## config.mk

```make
export PLATFORM = sky130hd
export DESIGN_NAME = prsp_top
export DESIGN_NICKNAME = d
export VERILOG_FILES = /design/src/prsp_pkg.sv /design/src/prsp_top.sv
export VERILOG_INCLUDE_DIRS = /design/src
export SDC_FILE = /design/constraint.sdc
export NUM_CORES = 1
export LEC_CHECK = 0
export BUFFER_PORTS_ARGS = -buffer_cell sky130_fd_sc_hd__buf_4
export CORE_ASPECT_RATIO = 1.4
export CORE_UTILIZATION = 45
export DETAILED_ROUTE_END_ITERATION = 7
export PLACE_DENSITY_LB_ADDON = 0.1
export SYNTH_ARGS = -nofsm -noshare
export SYNTH_HDL_FRONTEND = slang
export SYNTH_SLANG_ARGS = --single-unit
```

## constraint.sdc

```tcl
create_clock -name clk -period 2.1 [get_ports clk]
set_clock_uncertainty 0.05 [all_clocks]
set_input_delay 0.105 -clock clk [delete_from_list [all_inputs] [get_ports clk]]
set_output_delay 0.105 -clock clk [all_outputs]
set_load 0.02 [all_outputs]
```

## src/prsp_map.svh

```systemverilog
// Constants for the reset and status pin supervisor
`ifndef PRSP_MAP_SVH
`define PRSP_MAP_SVH
`define PRSP_CLK_HZ        250000000
`define PRSP_RESTART_MS    1000
`define PRSP_RESTART_CYC   ((`PRSP_CLK_HZ / 1000) * `PRSP_RESTART_MS)
`define PRSP_NUM_EVT       4
`define PRSP_EVT_BUTTON    0
`define PRSP_EVT_POWER_ON  1
`define PRSP_EVT_RAILS     2
`define PRSP_EVT_EXT       3
`define PRSP_MASK_RESET    4'h0
`define PRSP_NUM_RAILS     7
`define PRSP_RAIL_LIN_ONE  3
`define PRSP_RAIL_LIN_TWO  4
`endif

```

## src/prsp_pkg.sv

```systemverilog
// Types for the reset and status pin supervisor
package prsp_pkg;
   typedef enum logic [1:0] {
      PRSP_OFF,
      PRSP_WAIT,
      PRSP_IDLE,
      PRSP_ON
   } prsp_state_e;
endpackage : prsp_pkg

```

## src/prsp_top.sv

```systemverilog
// Reset, interrupt and power-good pin logic
`timescale 1ns/100ps
`include "prsp_map.svh"
`default_nettype none
module prsp_top #(
   parameter int unsigned RESTART_CYC = `PRSP_RESTART_CYC,
   parameter int unsigned NUM_RAILS   = `PRSP_NUM_RAILS
) (
   // Clock and reset
   input  wire logic                      clk,
   input  wire logic                      nrst,
   input  wire logic                      clk_en,
   // Pins from outside
   input  wire logic                      hard_shutdown_input,
   input  wire logic                      button_monitor_input,
   input  wire logic                      power_up_request,
   // Rail status from the regulators, high means in regulation
   input  wire logic [NUM_RAILS-1:0]      rail_ok,
   // External event source, same clock
   input  wire logic                      ext_event,
   // Host-side event bank access, same clock
   input  wire logic [`PRSP_NUM_EVT-1:0]  evt_mask,
   input  wire logic                      evt_read,
   output logic      [`PRSP_NUM_EVT-1:0]  evt_status,
   // Open-drain pins, enable low while pulling low
   output logic                           irq_request_low_o,
   output logic                           irq_request_low_oe_n,
   output logic                           wake_notify_low_o,
   output logic                           wake_notify_low_oe_n,
   // Push-pull pins
   output logic                           all_rails_good,
   output logic                           linear_rails_good,
   output logic                           rails_enable
);
   localparam int unsigned CW = $clog2(RESTART_CYC + 1);
   localparam logic [CW-1:0] CNT_LAST = CW'(RESTART_CYC - 1);

   logic [2:0] rst_sync_q;
   logic [2:0] btn_sync_q;
   logic [2:0] pwr_sync_q;
   logic       rst_pin_q;
   logic       btn_pin_q;
   logic       pwr_pin_q;
   logic       btn_prev_q;
   logic [CW-1:0] cnt_q;
   prsp_pkg::prsp_state_e state_q;
   logic [`PRSP_NUM_EVT-1:0] evt_q;
   logic [`PRSP_NUM_EVT-1:0] evt_set;
   logic all_good_q;
   logic lin_good_q;
   logic wake_q;
   logic active;

   function automatic logic agree(input logic [2:0] s, input logic cur);
      return (s[1] == s[2]) ? s[2] : cur;
   endfunction : agree

   // Three-stage sampling; a level counts once the two later stages agree
   // Stages reset to shutdown held and button released, so no false press follows
   always_ff @(posedge clk or negedge nrst)
   begin
      if (!nrst)
      begin
         rst_sync_q <= 3'h0;
         btn_sync_q <= 3'h7;
         pwr_sync_q <= 3'h0;
         rst_pin_q  <= 1'b0;
         btn_pin_q  <= 1'b1;
         pwr_pin_q  <= 1'b0;
      end
      else if (clk_en)
      begin
         rst_sync_q <= {rst_sync_q[1:0], hard_shutdown_input};
         btn_sync_q <= {btn_sync_q[1:0], button_monitor_input};
         pwr_sync_q <= {pwr_sync_q[1:0], power_up_request};
         rst_pin_q  <= agree(rst_sync_q, rst_pin_q);
         btn_pin_q  <= agree(btn_sync_q, btn_pin_q);
         pwr_pin_q  <= agree(pwr_sync_q, pwr_pin_q);
      end
   end

   // shutdown and restart delay
   // A shutdown level seen in two samples in a row restarts the wait from zero, so a bouncing pin cannot shorten it
   always_ff @(posedge clk or negedge nrst)
   begin
      if (!nrst)
      begin
         state_q <= prsp_pkg::PRSP_OFF;
         cnt_q   <= '0;
      end
      else if (clk_en)
      begin
         if (!rst_pin_q)
         begin
            state_q <= prsp_pkg::PRSP_OFF;
            cnt_q   <= '0;
         end
         else
         begin
            case (state_q)
               prsp_pkg::PRSP_OFF:
               begin
                  state_q <= prsp_pkg::PRSP_WAIT;
                  cnt_q   <= '0;
               end
               prsp_pkg::PRSP_WAIT:
               begin
                  if (cnt_q == CNT_LAST)
                     state_q <= prsp_pkg::PRSP_IDLE;
                  else
                     cnt_q <= cnt_q + CW'(1);
               end
               // rails start on the power-up request
               prsp_pkg::PRSP_IDLE:
               begin
                  if (pwr_pin_q)
                     state_q <= prsp_pkg::PRSP_ON;
               end
               prsp_pkg::PRSP_ON:
               begin
                  if (!pwr_pin_q)
                     state_q <= prsp_pkg::PRSP_IDLE;
               end
               default:
                  state_q <= prsp_pkg::PRSP_OFF;
            endcase
         end
      end
   end

   assign active = (state_q == prsp_pkg::PRSP_ON);

   // Button edge tracking
   always_ff @(posedge clk or negedge nrst)
   begin
      if (!nrst)
         btn_prev_q <= 1'b1;
      else if (clk_en)
         btn_prev_q <= btn_pin_q;
   end

   // button press is a falling edge on the monitor input
   always_comb
   begin
      evt_set = '0;
      evt_set[`PRSP_EVT_BUTTON]   = btn_prev_q & ~btn_pin_q;
      evt_set[`PRSP_EVT_POWER_ON] = active & ~wake_q;
      evt_set[`PRSP_EVT_RAILS]    = active & all_good_q & ~(&rail_ok);
      evt_set[`PRSP_EVT_EXT]      = ext_event;
   end

   // sticky events; read clears, a new set wins over the read
   always_ff @(posedge clk or negedge nrst)
   begin
      if (!nrst)
         evt_q <= '0;
      else if (clk_en)
      begin
         if (state_q == prsp_pkg::PRSP_OFF)
            evt_q <= '0;
         else if (evt_read)
            evt_q <= evt_set;
         else
            evt_q <= evt_q | evt_set;
      end
   end

   // any rail down, low while off
   always_ff @(posedge clk or negedge nrst)
   begin
      if (!nrst)
         all_good_q <= 1'b0;
      else if (clk_en)
         all_good_q <= active & (&rail_ok);
   end

   always_ff @(posedge clk or negedge nrst)
   begin
      if (!nrst)
         lin_good_q <= 1'b0;
      else if (clk_en)
         lin_good_q <= active & rail_ok[`PRSP_RAIL_LIN_ONE] & rail_ok[`PRSP_RAIL_LIN_TWO];
   end

   // wake notification held low while powered on
   // Registered so the pin cannot glitch while the state decodes
   always_ff @(posedge clk or negedge nrst)
   begin
      if (!nrst)
         wake_q <= 1'b0;
      else if (clk_en)
         wake_q <= active;
   end

   assign evt_status           = evt_q;
   // Open-drain pads only drive low; the enable carries the level
   // unmasked events pull
   assign irq_request_low_o    = 1'b0;
   assign irq_request_low_oe_n = ~(|(evt_q & ~evt_mask));
   assign wake_notify_low_o    = 1'b0;
   assign wake_notify_low_oe_n = ~wake_q;
   assign all_rails_good       = all_good_q;
   assign linear_rails_good    = lin_good_q;
   assign rails_enable         = active;
endmodule : prsp_top
`default_nettype wire

```

==> reports/results.tsv, run 1 <==
metric	value	unit
die_x	68.4	µm
grt_max_degree	51	
area_delta_synth_final	20.2	%
num_vias	2471	
ir_worst_vdd	0.296	mV
ff_latch_area	1260	µm²
dieArea	6500	µm²
h-tree-depth	2	
first_pass_iters	4	
clockBufferDepth	2	
ant_nets	0	
yosys_register_bits	50	
place_congestion	0.902	
fin_setup_tns	0	ps
period_share	0.951	
pre_cts_slack	66.2	ps
multi_input_area	1380	µm²
leakage	1.47	nW
grt.overflow.total	0	
core.rowCount	33	
fmax	501	MHz
finalHoldViolCount	0	
synth_top_family_by_area	simple AND/OR/NAND/NOR gates	
port_buffers	27	
relSlewSlack	0.568	
cts_made_buffers	5	
period_needed	2000	ps
drive_gt1_frac	0.268	
status	finished, final reports clean	
min_path_type	input port to flop	
layout.nets	362	
synth_cell_types	52	
setup_violations	0	
dpl_cell_area	3150	µm²
clock_latency	310	ps
grt_util_all_layers	0.235	
cap_violations	0	
synthAdderAreaFrac	0.00450	
synth.yosys.warnings	0	
antenna_cells	0	
root_buffer	clkbuf_8	
die_h	95.0	µm
grt_pass1_vias	2393	
post-route-util	0.566	
antenna_found_initial	0	
worst_slack	104	ps
synth_compound_area_frac	0.179	
rsz0062_at_grt	false	
yosys-mux-area-fraction	0.0630	
drv_slew	0	
synthXorXnorAreaFrac	0	
synth_edf_count	0	
critPathMaxStageDelay	420	ps
startpoint_type	flop	
cts_tree	built	
cts_num_sinks	50	
routed_wl	7.01	mm
worst_pin_slew	648	ps
nFillCells	544	
core_area	5900	µm²
wl_per_cell	17.0	µm
netlist_area	2780	µm²
grt_pass1_wl	11.3	mm
async_reset_ff_frac	1.00	
end_kind	flop	
crit_type	flop to flop	
start_util	0.471	
cp_cell_sequence	ha_2 -> nand3_1 -> nor4_2 -> buf_4 -> nand4_1 -> o31a_1 -> a31oi_1	
powerDensity	619	nW/µm²
synth-simple-area-share	0.242	
final_cell_area	3340	µm²
drt_iter0_drc	108	
cp_top_family	simple AND/OR/NAND/NOR gates	
hpwl	5.05	mm
netlist_instances	292	
path_buf_inv	1	
drcViolationCount	0	
syn_avg_cell_area	9.53	µm²
cp.arrival	2180	ps
path_max_fanout	8	
ys.flop_type	dfrtp_1	
cts.clk_slew.worst_paths	100	ps
ioPinCount	30	
yosysSeqAreaShare	0.452	
critPathRequiredTime	2280	ps
vias_per_cell	5.98	
crit_slowest_cell	dfrtp_1	
==> metal layers <==
layer  GRT usage  wire [µm]
met1       0.266       2900
met2       0.408       3620
met3      0.0287        165
met4       0.142        320
met5           0          0
==> path summary, 6_finish.rpt <==
kind,endpoint,cells past startpoint,startpoint,slack [ps]
worst max register to register,cnt_q[16]$_DFFE_PN0P_,7,cnt_q[0]$_DFFE_PN0P_,100
worst min-delay path,linear_rails_good$_DFFE_PN0P_,3,rail_ok[4],3
max in group asynchronous,cnt_q[20]$_DFFE_PN0P_,2,nrst,1260
min in group asynchronous,evt_status[1]$_DFFE_PN0P_,2,nrst,300
worst min register to register,evt_status[1]$_DFFE_PN0P_,1,wake_q$_DFFE_PN0P_,430
worst max-delay path,cnt_q[16]$_DFFE_PN0P_,7,cnt_q[0]$_DFFE_PN0P_,100
==> synthesized netlist by cell type, drive strengths merged (2+ instances only) <==
| cell type | n | area, µm² |
|---|---|---|
| dfrtp | 45 | 1130 |
| nand2 | 29 | 116 |
| a31oi | 20 | 125 |
| a21oi | 19 | 95.1 |
| buf | 17 | 104 |
| o21ai | 17 | 85.1 |
| nand4 | 16 | 115 |
| nor2 | 14 | 52.6 |
| inv | 13 | 48.8 |
| nand3 | 13 | 75.1 |
| mux2 | 12 | 135 |
| nor4 | 9 | 90.1 |
| and3 | 7 | 45.1 |
| and4 | 7 | 61.3 |
| nand2b | 7 | 43.8 |
| dfstp | 5 | 131 |
| a41oi | 4 | 35.0 |
| mux2i | 4 | 40.0 |
| a22oi | 3 | 22.5 |
| o22ai | 3 | 18.8 |
| a21o | 2 | 15.0 |
| and2 | 2 | 12.5 |
| clkbuf | 2 | 7.51 |
| nor2b | 2 | 12.5 |
| o211ai | 2 | 15.0 |
| o31a | 2 | 17.5 |
==> timing repair <==
item	in CTS	in global routing
hold buffers	6	0
endpoints found under the hold margin	50	0
resized for setup	0	2
setup endpoints to repair	0	3
buffers inserted	0	3
==> cell usage in the layout (no fill, tap or decap), types with 6 or more instances in the layout <==
cell type / instances
and3_1: 6
buf_4: 55
a31oi_1: 20
nand2b_1: 7
nand2_1: 28
and4_1: 7
o21ai_0: 16
nand3_1: 11
dfrtp_1: 45
a21oi_1: 19
nor2_1: 14
dlygate4sd3_1: 6
nand4_1: 15
inv_1: 13
mux2_2: 12
==> registers in the layout (all words and copies together), names as in the netlist <==
| signal | cells |
|---|---|
| all_rails_good | 1 |
| btn_pin_q | 1 |
| btn_prev_q | 1 |
| btn_sync_q | 3 |
| cnt_q | 28 |
| evt_status | 4 |
| linear_rails_good | 1 |
| pwr_pin_q | 1 |
| pwr_sync_q | 3 |
| rst_pin_q | 1 |
| rst_sync_q | 3 |
| state_q | 2 |
| wake_q | 1 |
==> kinds of logic (layout without fill, tap and decap cells) <==
group / count (synthesis) / in the layout
buffers and inverters: 32 / 82
AO/OA/AOI/OAI: 80 / 80
other: 1 / 2
multiplexers: 16 / 16
AND/OR/NAND/NOR: 112 / 112
flip-flops: 50 / 50
adder cells (fa/ha/maj): 1 / 1
==> cell type report <==
cell class	count	area share
clock inverters	3	0.00861
multi-input cells	211	0.412
flip-flops and latches	50	0.376
well taps	70	0.0262
clock buffers	5	0.0206
repair buffers	61	0.141
inverters	13	0.0146
==> power by group <==
group          total [W]  internal [W]  switching, W
Clock           0.000605      0.000247      0.000357
Combinational   0.000365      0.000164      0.000201
Sequential       0.00110       0.00104     0.0000569
==> worst register-to-register path, cell delays in order, from the launching register on <==
cell	delay, ps
dfrtp_1	420
ha_2	230
nand3_1	170
nor4_2	330
buf_4	210
nand4_1	120
o31a_1	250
a31oi_1	150
==> per-stage QoR <==
step,power (W),cells,hold WS [ps]
after floorplan,0.00134,293,-241
after global placement,0.00147,396,127
after detailed placement,0.00147,396,124
after CTS,0.00209,410,3.47
after global routing,0.00218,413,16.5
final,0.00207,413,2.58
No activity file was read; power rests on OpenSTA's default activity.
==> run 2, diff against run 1 <==
clock period = 1.92 ns   (was 2.1 ns; I/O delays follow)
==> reports/results.tsv, run 2 (synthesis gave the netlist of run 1 again) <==
metric	value	unit	change
cts_num_sinks	50		unchanged
holdWs	59.5	ps	+57.0 ps
final_cell_area	3520	µm²	+5.2%
root_buffer	clkbuf_8		
wl_per_cell	16.8	µm	-0.82%
timing.rr.start	cnt_q[11]$_DFFE_PN0P_		
drcViolationCount	0		unchanged
finalHoldViolCount	0		unchanged
setup_violations	0		unchanged
hold_start	rail_ok[2]		
drt_iter0_drc	135		+25%
cts.clk_slew.worst_paths	90	ps	about the same
routed_wl	7.10	mm	+1.3%
antenna_found_initial	0		unchanged
fmax	538	MHz	+7.5%
die_x	68.4	µm	unchanged
grt_pass1_wl	11.5	mm	+2.2%
core_area	5900	µm²	unchanged
layout.nets	371		+2.5%
post-route-util	0.596		+0.0295
antenna_cells	0		unchanged
leakage	1.54	nW	+4.4%
end_kind	flop		
ioPinCount	30		unchanged
worst_pin_slew	641	ps	-7.21 ps
dieArea	6500	µm²	unchanged
final_common_cell	buf_4		
grt.overflow.total	0		unchanged
min_path_type	input port to flop		
crit_type	flop to flop		
largest_register_ffs	28		unchanged
path_max_fanout	4		-4
drive_gt1_frac	0.327		+0.0585
dpl_cell_area	3190	µm²	+1.2%
grt_pass1_vias	2470		+3.2%
port_buffers	27		unchanged
first_pass_iters	4		unchanged
cap_violations	0		unchanged
grt_util_all_layers	0.238		+0.00314
ant_nets	0		unchanged
startpoint_type	flop		
status	finished, final reports clean		
cts_tree	built		
cp.arrival	2010	ps	-170 ps
h-tree-depth	2		unchanged
area_delta_synth_final	26.5	%	
regMostFlops	cnt_q		
clockBufferDepth	2		unchanged
num_vias	2474		+0.12%
period_share	0.968		+0.0168
powerDensity	676	nW/µm²	+9.3%
clock_latency	310	ps	about the same
ir_worst_vdd	0.348	mV	+18%
period_needed	1860	ps	-139 ps
critPathRequiredTime	2070	ps	-210 ps
core.rowCount	33		unchanged
drv_slew	0		unchanged
cts_made_buffers	5		unchanged
die_h	95.0	µm	unchanged
crit_path_start	cnt_q[11]$_DFFE_PN0P_		
start_util	0.471		unchanged
hpwl	4.83	mm	-4.5%
vias_per_cell	5.86		-2.0%
final_cell_mix	62 x buf_4, 38 x dfrtp_1, 28 x nand2_1, 19 x a21oi_1, 19 x a31oi_1		
relSlewSlack	0.572		+0.00481
place_congestion	0.836		-7.2%
grt_max_degree	51		unchanged
-- run 2: critical path: stages (launching register included) --
cell and delay, ps:
dfrtp_2 470, buf_4 160, nor4_2 260, nand2_1 140
nor4_4 290, a21oi_1 100, mux2_2 270
-- run 2: per-layer routing --
metal  share of wire  track usage
met3           0.027       0.0323
met4           0.027        0.101
met2            0.53        0.418
met1            0.42        0.282
met5               0            0
-- run 2: timing repair --
| action | CTS | global route |
|---|---|---|
| resized for setup | 2 | 20 |
| setup endpoints to repair | 3 | 28 |
| hold buffers | 7 | 0 |
| buffers inserted | 0 | 6 |
| hold endpoints to repair | 50 | 0 |
| pin swaps | 0 | 5 |
-- run 2: path summary, 6_finish.rpt --
kind / endpoint / slack (ps) / cells past startpoint
setup / recovery: state_q[0]$_DFFE_PN0P_ / 60 / 6
hold / removal: all_rails_good$_DFFE_PN0P_ / 60 / 3
setup reg to reg: state_q[0]$_DFFE_PN0P_ / 60 / 6
hold reg to reg: evt_status[1]$_DFFE_PN0P_ / 420 / 1
max in group asynchronous: cnt_q[11]$_DFFE_PN0P_ / 1050 / 2
min in group asynchronous: evt_status[1]$_DFFE_PN0P_ / 300 / 2
-- run 2: final cells by class --
cell class,instances,area (µm²)
Clock inverter,3,43.8
Sequential cell,50,1270
Timing Repair Buffer,70,547
Tap cell,70,87.6
Inverter,13,48.8
Clock buffer,5,68.8
Fill cell,535,2390
Multi-Input combinational cell,211,1460
-- run 2: power breakdown --
group	total (W)	switching [W]	leakage (nW)	internal [W]
clock network	0.000763	0.000372	0.0585	0.000391
registers	0.00120	0.0000593	0.652	0.00114
logic	0.000416	0.000227	0.827	0.000189
total	0.00238	0.000658	1.54	0.00172
-- run 2: per-stage QoR --
step / setup TNS (ps) / std cells / setup WS, ps / total power [W]
global placement: -82.0 / 401 / -82.0 / 0.00161
finish: 0 / 422 / 62.3 / 0.00238
detailed placement: -64.2 / 401 / -64.2 / 0.00162
CTS: 0 / 416 / 2.61 / 0.00240
floorplan: 0 / 293 / 53.2 / 0.00146
global route: -164 / 422 / -73.2 / 0.00250
